$ cat config.mk
export PLATFORM = sky130hd
export DESIGN_NAME = system_tick_timer
export DESIGN_NICKNAME = d
export VERILOG_FILES = /design/src/hdl/tick_pkg.sv /design/src/hdl/ref_tick_if.sv /design/src/hdl/system_tick_timer.sv /design/src/hdl/ref_tick_sync.sv
export VERILOG_INCLUDE_DIRS = /design/src /design/src/hdl
export SDC_FILE = /design/constraint.sdc
export NUM_CORES = 1
export LEC_CHECK = 0
export BUFFER_PORTS_ARGS = -buffer_cell sky130_fd_sc_hd__buf_2
export CORE_MARGIN = 1
export CORE_UTILIZATION = 54
export CTS_CLUSTER_SIZE = 25
export DETAILED_ROUTE_END_ITERATION = 10
export GPL_ROUTABILITY_DRIVEN = 0
export PLACE_DENSITY_LB_ADDON = 0.12
export SLEW_MARGIN = 5
export SYNTH_ARGS = -nofsm -noshare
export SYNTH_HDL_FRONTEND = slang
export SYNTH_HIERARCHICAL = 1
export SYNTH_SLANG_ARGS = --single-unit
$ cat constraint.sdc
create_clock -name hclk -period 2.2 [get_ports hclk]
set_input_delay 0.44 -clock hclk [delete_from_list [all_inputs] [get_ports hclk]]
set_output_delay 0.44 -clock hclk [all_outputs]
set_load 0.01 [all_outputs]
$ cat src/hdl/tick_params.svh
// Offsets, field positions, reset values and widths of the tick timer
`ifndef TICK_PARAMS_SVH
`define TICK_PARAMS_SVH
`define TICK_CSR_OFFSET 12'h010
`define TICK_RELOAD_OFFSET 12'h014
`define TICK_CURRENT_OFFSET 12'h018
`define TICK_IRQ_STATUS_OFFSET 12'h020
`define TICK_IRQ_MASK_OFFSET 12'h024
`define TICK_ADDR_BITS 12
`define TICK_CNT_BITS 24
`define TICK_ENABLE_BIT 0
`define TICK_EXC_EN_BIT 1
`define TICK_CLKSEL_BIT 2
`define TICK_FLAG_BIT 16
`define TICK_CSR_RESET 32'h0000_0000
`define TICK_CNT_RESET 24'h00_0000
`define TICK_IRQ_WRAP_BIT 0
`define TICK_IRQ_BITS 1
`endif

$ cat src/hdl/tick_pkg.sv
// Types shared by the tick timer modules
package tick_pkg;
  typedef logic [23:0] count_t;
  typedef logic [31:0] word_t;
  typedef enum logic [1:0] {
    ST_IDLE = 2'b00,
    ST_READ = 2'b01,
    ST_WRITE = 2'b10
  } bus_state_t;
endpackage

$ cat src/hdl/ref_tick_if.sv
// Reference clock tick enable carried from the synchroniser to the timer
`timescale 1ns/100ps
`default_nettype none
interface ref_tick_if;
  logic tick;
  modport source (output tick);
  modport sink (input tick);
endinterface
`default_nettype wire

$ cat src/hdl/system_tick_timer.sv
// System tick down counter with AHB-Lite register slave
`timescale 1ns/100ps
`default_nettype none
`include "tick_params.svh"
module system_tick_timer #(
  parameter bit HAS_REF_CLK = 1'b1 // Reference clock present
) (
  input wire logic hclk, // core clock, 125 MHz
  input wire logic hresetn, // async reset, active low
  input wire logic hsel, // slave select
  input wire logic [31:0] haddr, // byte address
  input wire logic [1:0] htrans, // transfer type
  input wire logic hwrite, // write when high
  input wire logic [2:0] hsize, // transfer size
  input wire logic hready, // bus ready in
  input wire tick_pkg::word_t hwdata, // write data
  output tick_pkg::word_t hrdata, // read data
  output logic hreadyout, // slave ready
  output logic hresp, // always OKAY
  input wire logic ref_clk_pin, // external reference clock
  output logic tick_pend, // one-cycle exception pend pulse
  output logic irq // level interrupt
);
  import tick_pkg::*;

  ref_tick_if ref_link ();

  ref_tick_sync u_sync (
    .hclk(hclk),
    .hresetn(hresetn),
    .ref_clk_pin(ref_clk_pin),
    .tick_out(ref_link.source)
  );

  // Address phase capture
  logic aphase_q, aphase_d;
  logic awrite_q, awrite_d;
  logic [`TICK_ADDR_BITS-1:0] aaddr_q, aaddr_d;

  // Register state
  logic enable_q, enable_d;
  logic exc_en_q, exc_en_d;
  logic clksel_q, clksel_d;
  logic flag_q, flag_d;
  count_t reload_q, reload_d;
  count_t current_q, current_d;
  logic [`TICK_IRQ_BITS-1:0] irq_stat_q, irq_stat_d;
  logic [`TICK_IRQ_BITS-1:0] irq_mask_q, irq_mask_d;
  word_t hrdata_q, hrdata_d;
  logic pend_q, pend_d;
  logic irq_q, irq_d;
  logic hreadyout_q, hreadyout_d;
  logic hresp_q, hresp_d;

  logic take;
  logic wr_csr, wr_reload, wr_current, wr_mask;
  logic rd_csr, rd_status;
  logic src_tick, wrap_event;
  logic [`TICK_ADDR_BITS-1:0] rd_addr;

  // Single-word transfers only; every access answers with no wait state
  assign take = hsel & hready & htrans[1];

  always_comb
  begin
    aphase_d = take;
    awrite_d = take & hwrite;
    aaddr_d = take ? haddr[`TICK_ADDR_BITS-1:0] : aaddr_q;
  end

  always_comb
  begin
    wr_csr = aphase_q & awrite_q & (aaddr_q == `TICK_CSR_OFFSET);
    wr_reload = aphase_q & awrite_q & (aaddr_q == `TICK_RELOAD_OFFSET);
    wr_current = aphase_q & awrite_q & (aaddr_q == `TICK_CURRENT_OFFSET);
    wr_mask = aphase_q & awrite_q & (aaddr_q == `TICK_IRQ_MASK_OFFSET);
    rd_addr = haddr[`TICK_ADDR_BITS-1:0];
    // Read side effects act when the read data is captured
    rd_csr = take & ~hwrite & (rd_addr == `TICK_CSR_OFFSET);
    rd_status = take & ~hwrite & (rd_addr == `TICK_IRQ_STATUS_OFFSET);
  end

  // Source tick: core clock every cycle, reference clock on its rising edges
  always_comb
  begin
    src_tick = clksel_q ? 1'b1 : ref_link.tick;
  end

  always_comb
  begin
    enable_d = enable_q;
    exc_en_d = exc_en_q;
    clksel_d = clksel_q;
    reload_d = reload_q;
    current_d = current_q;
    wrap_event = 1'b0;
    if (wr_csr)
    begin
      enable_d = hwdata[`TICK_ENABLE_BIT];
      exc_en_d = hwdata[`TICK_EXC_EN_BIT];
      // Select bit sticks at core clock without a reference source
      clksel_d = HAS_REF_CLK ? hwdata[`TICK_CLKSEL_BIT] : 1'b1;
    end
    if (wr_reload)
    begin
      reload_d = hwdata[`TICK_CNT_BITS-1:0];
    end
    if (wr_current)
    begin
      // Write clear wins over a tick and raises no wrap event
      current_d = `TICK_CNT_RESET;
    end
    else if (enable_q && src_tick)
    begin
      if (current_q == `TICK_CNT_RESET)
      begin
        current_d = reload_q;
      end
      else
      begin
        current_d = current_q - 24'h00_0001;
        wrap_event = (current_q == 24'h00_0001);
      end
    end
  end

  always_comb
  begin
    // Set wins over clear in the same cycle
    flag_d = flag_q;
    if (rd_csr || wr_current)
    begin
      flag_d = 1'b0;
    end
    if (wrap_event)
    begin
      flag_d = 1'b1;
    end
    irq_stat_d = irq_stat_q;
    if (rd_status)
    begin
      irq_stat_d = '0;
    end
    if (wrap_event)
    begin
      irq_stat_d[`TICK_IRQ_WRAP_BIT] = 1'b1;
    end
    irq_mask_d = wr_mask ? hwdata[`TICK_IRQ_BITS-1:0] : irq_mask_q;
    pend_d = wrap_event & exc_en_q;
    irq_d = |(irq_stat_d & irq_mask_d);
  end

  always_comb
  begin
    hrdata_d = hrdata_q;
    if (take && !hwrite)
    begin
      hrdata_d = 32'h0000_0000;
      case (rd_addr)
        `TICK_CSR_OFFSET:
        begin
          hrdata_d[`TICK_ENABLE_BIT] = enable_q;
          hrdata_d[`TICK_EXC_EN_BIT] = exc_en_q;
          hrdata_d[`TICK_CLKSEL_BIT] = clksel_q;
          hrdata_d[`TICK_FLAG_BIT] = flag_q;
        end
        `TICK_RELOAD_OFFSET:
        begin
          hrdata_d[`TICK_CNT_BITS-1:0] = reload_q;
        end
        `TICK_CURRENT_OFFSET:
        begin
          hrdata_d[`TICK_CNT_BITS-1:0] = current_q;
        end
        `TICK_IRQ_STATUS_OFFSET:
        begin
          hrdata_d[`TICK_IRQ_BITS-1:0] = irq_stat_q;
        end
        `TICK_IRQ_MASK_OFFSET:
        begin
          hrdata_d[`TICK_IRQ_BITS-1:0] = irq_mask_q;
        end
        default:
        begin
          // Unmapped addresses read as zero
          hrdata_d = 32'h0000_0000;
        end
      endcase
    end
  end

  // Registered even though constant, so every bus output leaves a flop
  always_comb
  begin
    hreadyout_d = 1'b1;
    hresp_d = 1'b0;
  end

  always_ff @(posedge hclk or negedge hresetn)
  begin
    if (!hresetn)
    begin
      aphase_q <= 1'b0;
      awrite_q <= 1'b0;
      aaddr_q <= '0;
    end
    else
    begin
      aphase_q <= aphase_d;
      awrite_q <= awrite_d;
      aaddr_q <= aaddr_d;
    end
  end

  always_ff @(posedge hclk or negedge hresetn)
  begin
    if (!hresetn)
    begin
      enable_q <= 1'b0;
      exc_en_q <= 1'b0;
      // Control word resets to zero (reference clock) when one is fitted, else the select bit resets to core clock
      clksel_q <= HAS_REF_CLK ? 1'b0 : 1'b1;
      reload_q <= `TICK_CNT_RESET;
      current_q <= `TICK_CNT_RESET;
    end
    else
    begin
      enable_q <= enable_d;
      exc_en_q <= exc_en_d;
      clksel_q <= clksel_d;
      reload_q <= reload_d;
      current_q <= current_d;
    end
  end

  always_ff @(posedge hclk or negedge hresetn)
  begin
    if (!hresetn)
    begin
      flag_q <= 1'b0;
      irq_stat_q <= '0;
      irq_mask_q <= '0;
      pend_q <= 1'b0;
      irq_q <= 1'b0;
    end
    else
    begin
      flag_q <= flag_d;
      irq_stat_q <= irq_stat_d;
      irq_mask_q <= irq_mask_d;
      pend_q <= pend_d;
      irq_q <= irq_d;
    end
  end

  always_ff @(posedge hclk or negedge hresetn)
  begin
    if (!hresetn)
    begin
      hrdata_q <= 32'h0000_0000;
    end
    else
    begin
      hrdata_q <= hrdata_d;
    end
  end

  always_ff @(posedge hclk or negedge hresetn)
  begin
    if (!hresetn)
    begin
      hreadyout_q <= 1'b1;
      hresp_q <= 1'b0;
    end
    else
    begin
      hreadyout_q <= hreadyout_d;
      hresp_q <= hresp_d;
    end
  end

  // Zero wait states: ready stays high and the response stays OKAY
  assign hrdata = hrdata_q;
  assign hreadyout = hreadyout_q;
  assign hresp = hresp_q;
  assign tick_pend = pend_q;
  assign irq = irq_q;
endmodule
`default_nettype wire

$ cat src/hdl/ref_tick_sync.sv
// Synchronises the external reference clock and makes a one-cycle tick
`timescale 1ns/100ps
`default_nettype none
module ref_tick_sync (
  input wire logic hclk, // core clock
  input wire logic hresetn, // async reset, active low
  input wire logic ref_clk_pin, // external reference clock level
  ref_tick_if.source tick_out // tick on each reference rising edge
);
  logic meta_q, meta_d;
  logic sync_q, sync_d;
  logic last_q, last_d;
  logic tick_q, tick_d;

  always_comb
  begin
    meta_d = ref_clk_pin;
    sync_d = meta_q;
    last_d = sync_q;
    // Edge detect compares the second stage with the third, never the first
    tick_d = sync_q & ~last_q;
  end

  always_ff @(posedge hclk or negedge hresetn)
  begin
    if (!hresetn)
    begin
      meta_q <= 1'b0;
      sync_q <= 1'b0;
      last_q <= 1'b0;
      tick_q <= 1'b0;
    end
    else
    begin
      meta_q <= meta_d;
      sync_q <= sync_d;
      last_q <= last_d;
      tick_q <= tick_d;
    end
  end

  assign tick_out.tick = tick_q;
endmodule
`default_nettype wire

Word level (Yosys, flattened, before mapping)
Index checks and enable logic that the tools add are counted.

Output and inout port bits: 36. Input bits: 75. Register bits: 98. Logic and storage cells: 69.

Reductions and logical operators: 7. Bitwise logic cells: 16. Multiplexer cells: 17. Add/sub/neg operators: 1. Equality and inequality tests: 10.

Operators with widths (count): $eq A12 B5 Y1 const B (6); $mux W24 (3); $eq A12 B6 Y1 const B (3); $pmux W13 S2 (1); $eq A24 B1 Y1 const B (1); $logic_not A24 Y1 (1); $sub A24 B1 Y24 const B (1); $and A1 B1 Y1 (14); $pmux W7 S2 (1); $mux W1 (9); $pmux W2 S3 (1); $pmux W1 S5 (1); $reduce_bool A2 Y1 (2); $pmux W1 S3 (1); $logic_and A1 B1 Y1 (2); $not A1 Y1 (2); $logic_not A1 Y1 (1); $logic_or A1 B1 Y1 (1).

Longest topological paths before layout
Depth after elaboration: 7. Gate-level depth with buffers: 8. Gate-level depth less buffers: 7.

Hierarchy
The synthesis kept the hierarchy.

By module, submodules not included: system_tick_timer (cells each 466, sequential area each 2352.3 um2, instances 1, area each 4857.2 um2); ref_tick_sync (cells each 5, sequential area each 100.1 um2, instances 1, area each 113.9 um2).

Worst setup path before layout
No wires, ideal clock.

Kind: reg-to-reg. Start point: register aaddr_q[9]. End point: register reload_q[10]. Cell stages (with the launch flop): 6. Data required time: 2075 ps. Buffers on the path: 1. Setup time: 125 ps. Path slack: 212 ps. Clock period less this slack: 1988 ps. Arrival time: 1864 ps. Path through: dfrtp_1 -> nor4_1 -> nand3_1 -> nor4b_4 -> buf_4 -> mux2_2.

Word-level cells in the longest chain between the ends: 2.

Ends and longest elaborated chain: start: declaration (line system_tick_timer.sv:38) `` logic [`TICK_ADDR_BITS-1:0] aaddr_q, aaddr_d; ``; start signal: assignment (line system_tick_timer.sv:211) `aaddr_q <= aaddr_d;`; $eq A12 B5 Y1 (no source line); $and A1 B1 Y1 (line system_tick_timer.sv:74) `` wr_reload = aphase_q & awrite_q & (aaddr_q == `TICK_RELOAD_OFFSET); ``; end signal: assignment (line system_tick_timer.sv:223) `` reload_q <= `TICK_CNT_RESET; ``; end signal: assignment (line system_tick_timer.sv:231) `reload_q <= reload_d;`; end: declaration (line system_tick_timer.sv:45) `count_t reload_q, reload_d;`.

Every way passes these cells. A chain may end at the register's enable or synchronous reset.

Worst setup path after layout
Start point: register current_q[10]. End point: register irq_q, in the netlist irq.

Word-level cells in the longest chain between the ends: 6. Elaborated cells on any way between the ends: 7. Classes of those cells: 1 x eq/ne; 4 x mux; 1 x bitwise; 1 x reduce/logical.

Ends and longest elaborated chain: start: declaration (line system_tick_timer.sv:46) `count_t current_q, current_d;`; start signal: assignment (line system_tick_timer.sv:224) `` current_q <= `TICK_CNT_RESET; ``; start signal: assignment (line system_tick_timer.sv:232) `current_q <= current_d;`; $eq A24 B1 Y1 or $logic_not A24 Y1 (tied branches); $mux W1 (*) (line system_tick_timer.sv:115) `` if (current_q == `TICK_CNT_RESET) ``; $mux W1 (*) (line system_tick_timer.sv:113) `else if (enable_q && src_tick)`; $mux W1 (*) (line system_tick_timer.sv:108) `if (wr_current)`; $mux W1 (*) (line system_tick_timer.sv:144) `if (wrap_event)`; via irq_stat_d (line system_tick_timer.sv:47) `` logic [`TICK_IRQ_BITS-1:0] irq_stat_q, irq_stat_d; ``; $and A1 B1 Y1 (*) (line system_tick_timer.sv:150) `irq_d = |(irq_stat_d & irq_mask_d);`; via irq_d (line system_tick_timer.sv:51) `logic irq_q, irq_d;`; end signal: assignment (line system_tick_timer.sv:252) `irq_q <= irq_d;`; end: declaration (line system_tick_timer.sv:51).

The timed path passes the listed nets; every way through them passes the cells marked *.

==> metrics.txt <==
first-pass GRT wire length=roughly 20 mm; Clock Skew=approximately 0.013 ns; Crit Reg-Reg Startpoint=current_q[10]; Max-cap violations=0; vias in the first global route=approximately 4200; number of flops mapped to enable cells by yosys=0; Req. time, crit path=2.50 ns; top post-synthesis cells by area=dfrtp_1, mux2_2, a22oi_1; initial antenna violation count=0; fin crit share=~94%; crit path kind=flip-flop to flip-flop; GR Overflow Total=0; initial DRC count=between 200 and 300; Slew Viols, Final=0; Horiz. Die Dim=just under 100 um; Critical Path Start Type=flip-flop; Crit. End Element=flip-flop; share of layout cells above drive strength 1=around a third; post-route cell area=5900 um2; most instantiated cells after synthesis=dfrtp_1, nand2_1, mux2_2; gate count of the mapped netlist=between 400 and 500; area delta synth->final=18.8%; Hold Path Class=input pin to async pin; Post-Synth Simple-Gate Area=about 18%; final net count=648; Root Driver=clkbuf_8; Post-Synth XOR/XNOR Area=less than 1%; antenna-violating nets left=0; Clock Path Buffers=2; synthesized flop and latch total=98; Fillers=a little over 700; routed length per instance=17.8 um; Hold Violations, Final=0; adder-cell share of the synthesized area=less than 1%; CP Data Arrival Time=roughly 2.4 ns; register area share after synthesis=49.3%; headroom to the max-slew limit=between 60% and 70%; met1 WL=approximately 5.3 mm; highest routed layer=met4; Worst-path clk slew=around 0.10 ns; largest net degree at the start of global routing=37; worst setup path end=irq; Period minus WS final=just over 2 ns; dominant cell type by area after synthesis=dfrtp_1; PwrDens=~770 nW/um2; largest family of logic cells by synthesized area=simple AND/OR/NAND/NOR gates; Core ar.=roughly 8800 um2; DR pass1 iterations=9; Worst-Margin Slew=0.488 ns; mux share of post-synthesis cell area=between 10% and 20%; H-Tree Depth=3; syn_area_per_cell=roughly 11 um2; failing checks=design-rule violations; Total Neg Setup Slack=0 ns; clock net sink count=around 100; routed wire length=12.1 mm; crit path cell chain=nor4_4 -> buf_4 -> nand4_2 -> or4b_1 -> nand2_1 -> and2_1; gr usage total=a little over a quarter; antenna cells=0; worst vdd rail ir drop=roughly 0.56 mV; Crit-path slowest cell=or4b_1; share of the synthesized area in the top cell type=around 49%; vias=4148; reg-to-reg slack, setup=between 0.1 and 0.15 ns; Vias/cell=approximately 6; setup violators final=0; Die Ht=between 90 and 100 um; outcome=finished, violations left; Worst Setup SP=current_q[10]; Async S/R FF share, synth=100%; Fmax=~480 MHz; Critical R2R Capture=irq; total CTS buffers=9; Crit Path Max Fanout=6; # IOs=111; cts hold-fix bufs=0; RSZ-0062 raised after global routing=no; Worst path max stage delay=between 0.6 and 0.7 ns; synthesized area=slightly below 5000 um2; Static Leak=~0.0027 uW; die area=roughly 9600 um2; Initial Util=between 50 and 60%; CTS tree=yes; synthesis warning total=6; final worst slack=roughly 0.13 ns; Synth Area in Compound Gates=between 10% and 20%; number of port buffers=a little under 70; Clk Latency, worst-skew pair=0.37 ns; # DRC=8; post-DP HPWL=a little under 9 mm; std cell rows=34; wire length on met2=6.02 mm; Distinct cells, synth=58; DP Worst Slack=slightly below 0.07 ns; Placed Instance Area=approximately 5600 um2; R2R depth=6; DR WL met3=between 600 and 700 um; Synth Flop Type=dfrtp_1; top-count cell post-synth=dfrtp_1
## layer usage
metal,vias to the layer above,global-route usage (%)
met5,-,0
met4,0,10.3
met3,21,3.44
met2,171,45.4
met1,2030,36.3
li1,1926,-
## state kept, by name, summed over array words and instances (netlist names)
register / flops
aaddr_q: 12
aphase_q: 1
awrite_q: 1
clksel_q: 1
current_q: 24
enable_q: 1
exc_en_q: 1
flag_q: 1
hrdata: 24
irq: 1
irq_mask_q: 1
irq_stat_q: 1
reload_q: 24
tick_pend: 1
u_sync/last_d: 1
u_sync/last_q: 1
u_sync/meta_q: 1
u_sync/tick_out.tick: 1
## timing repair
action / in CTS / in global routing
endpoints found under the setup margin: 0 / 31
buffers inserted: 0 / 1
resized for setup: 0 / 4
## worst min path at each step
stage,end,cells after the start
2_1_floorplan,aaddr_q[0],0
3_3_place_gp,u_sync/last_d,0
3_5_place_dp,u_sync/last_d,0
4_1_cts,reload_q[20],1
5_1_grt,reload_q[20],1
6_report,reload_q[20],1
## worst max-delay path: cells and delay by family, from the launching register on
kind	cells	cell delay, ns
buffers and inverters	1	0.19
DFF	1	0.46
and+or+nand+nor	5	1.34
## metrics by stage
stage	utilization, %	hold WS (ns)	std cells	total power, uW
finish	67.1	0.0105	683	4540
global route	67.1	0.0393	683	4750
CTS	66.8	0.0213	682	4530
detailed placement	64.1	0.341	666	3170
global placement	64.1	0.333	666	3120
floorplan	-	0.144	479	2720
## area by class of cell
class	count	area, um2	share of cell area (%)
sequential	98	2450	41.5
multi-input combinational	334	2310	39.2
timing repair buffer	116	728	12.3
clock buffer	10	138	2.33
tap	108	135	2.29
clock inverter	6	95.1	1.61
inverter	11	41.3	0.699
## power breakdown
| group | leakage, uW | internal (uW) | switching, uW |
|---|---|---|---|
| clock network | 0.000118 | 687 | 674 |
| registers | 0.00129 | 1960 | 192 |
| logic | 0.00131 | 470 | 555 |
## cells in the final DEF (no fill, tap or decap), types with 3 or more instances in the layout
master    Yosys  routed
nand2_1      50      50
buf_2         8      67
o22ai_1       9       9
nor2b_1       3       3
inv_6         0       3
a211oi_1      4       4
a22oi_1      26      26
a21oi_1      12      12
or3_1         4       4
nand3_1      10      10
mux2i_1       8       8
nor2_1       20      20
nand4_1       7       7
nor4b_1       3       3
a221oi_1      3       3
conb_1        2      10
clkbuf_8      0      10
nor4_1        9       8
nand2b_1      5       5
dfrtp_1      98      98
mux2_2       45      45
buf_4        13      47
o21ai_0      38      38
ha_1          3       3
and2_1        4       4
o31ai_1       5       5
inv_1        11      11
and3_1        3       3
nor3_1       13      13
## logic make-up (layout without fill, tap and decap cells)
kind of cell,count (synthesis),in the layout
buffers and inverters,47,143
DFF,98,98
AOI/OAI and AO/OA,113,113
xor gates and xnor gates,1,1
other,2,10
adders and majority gates,3,3
muxes,54,54
and+or+nand+nor,153,153
(Power assumes the default switching activity.)
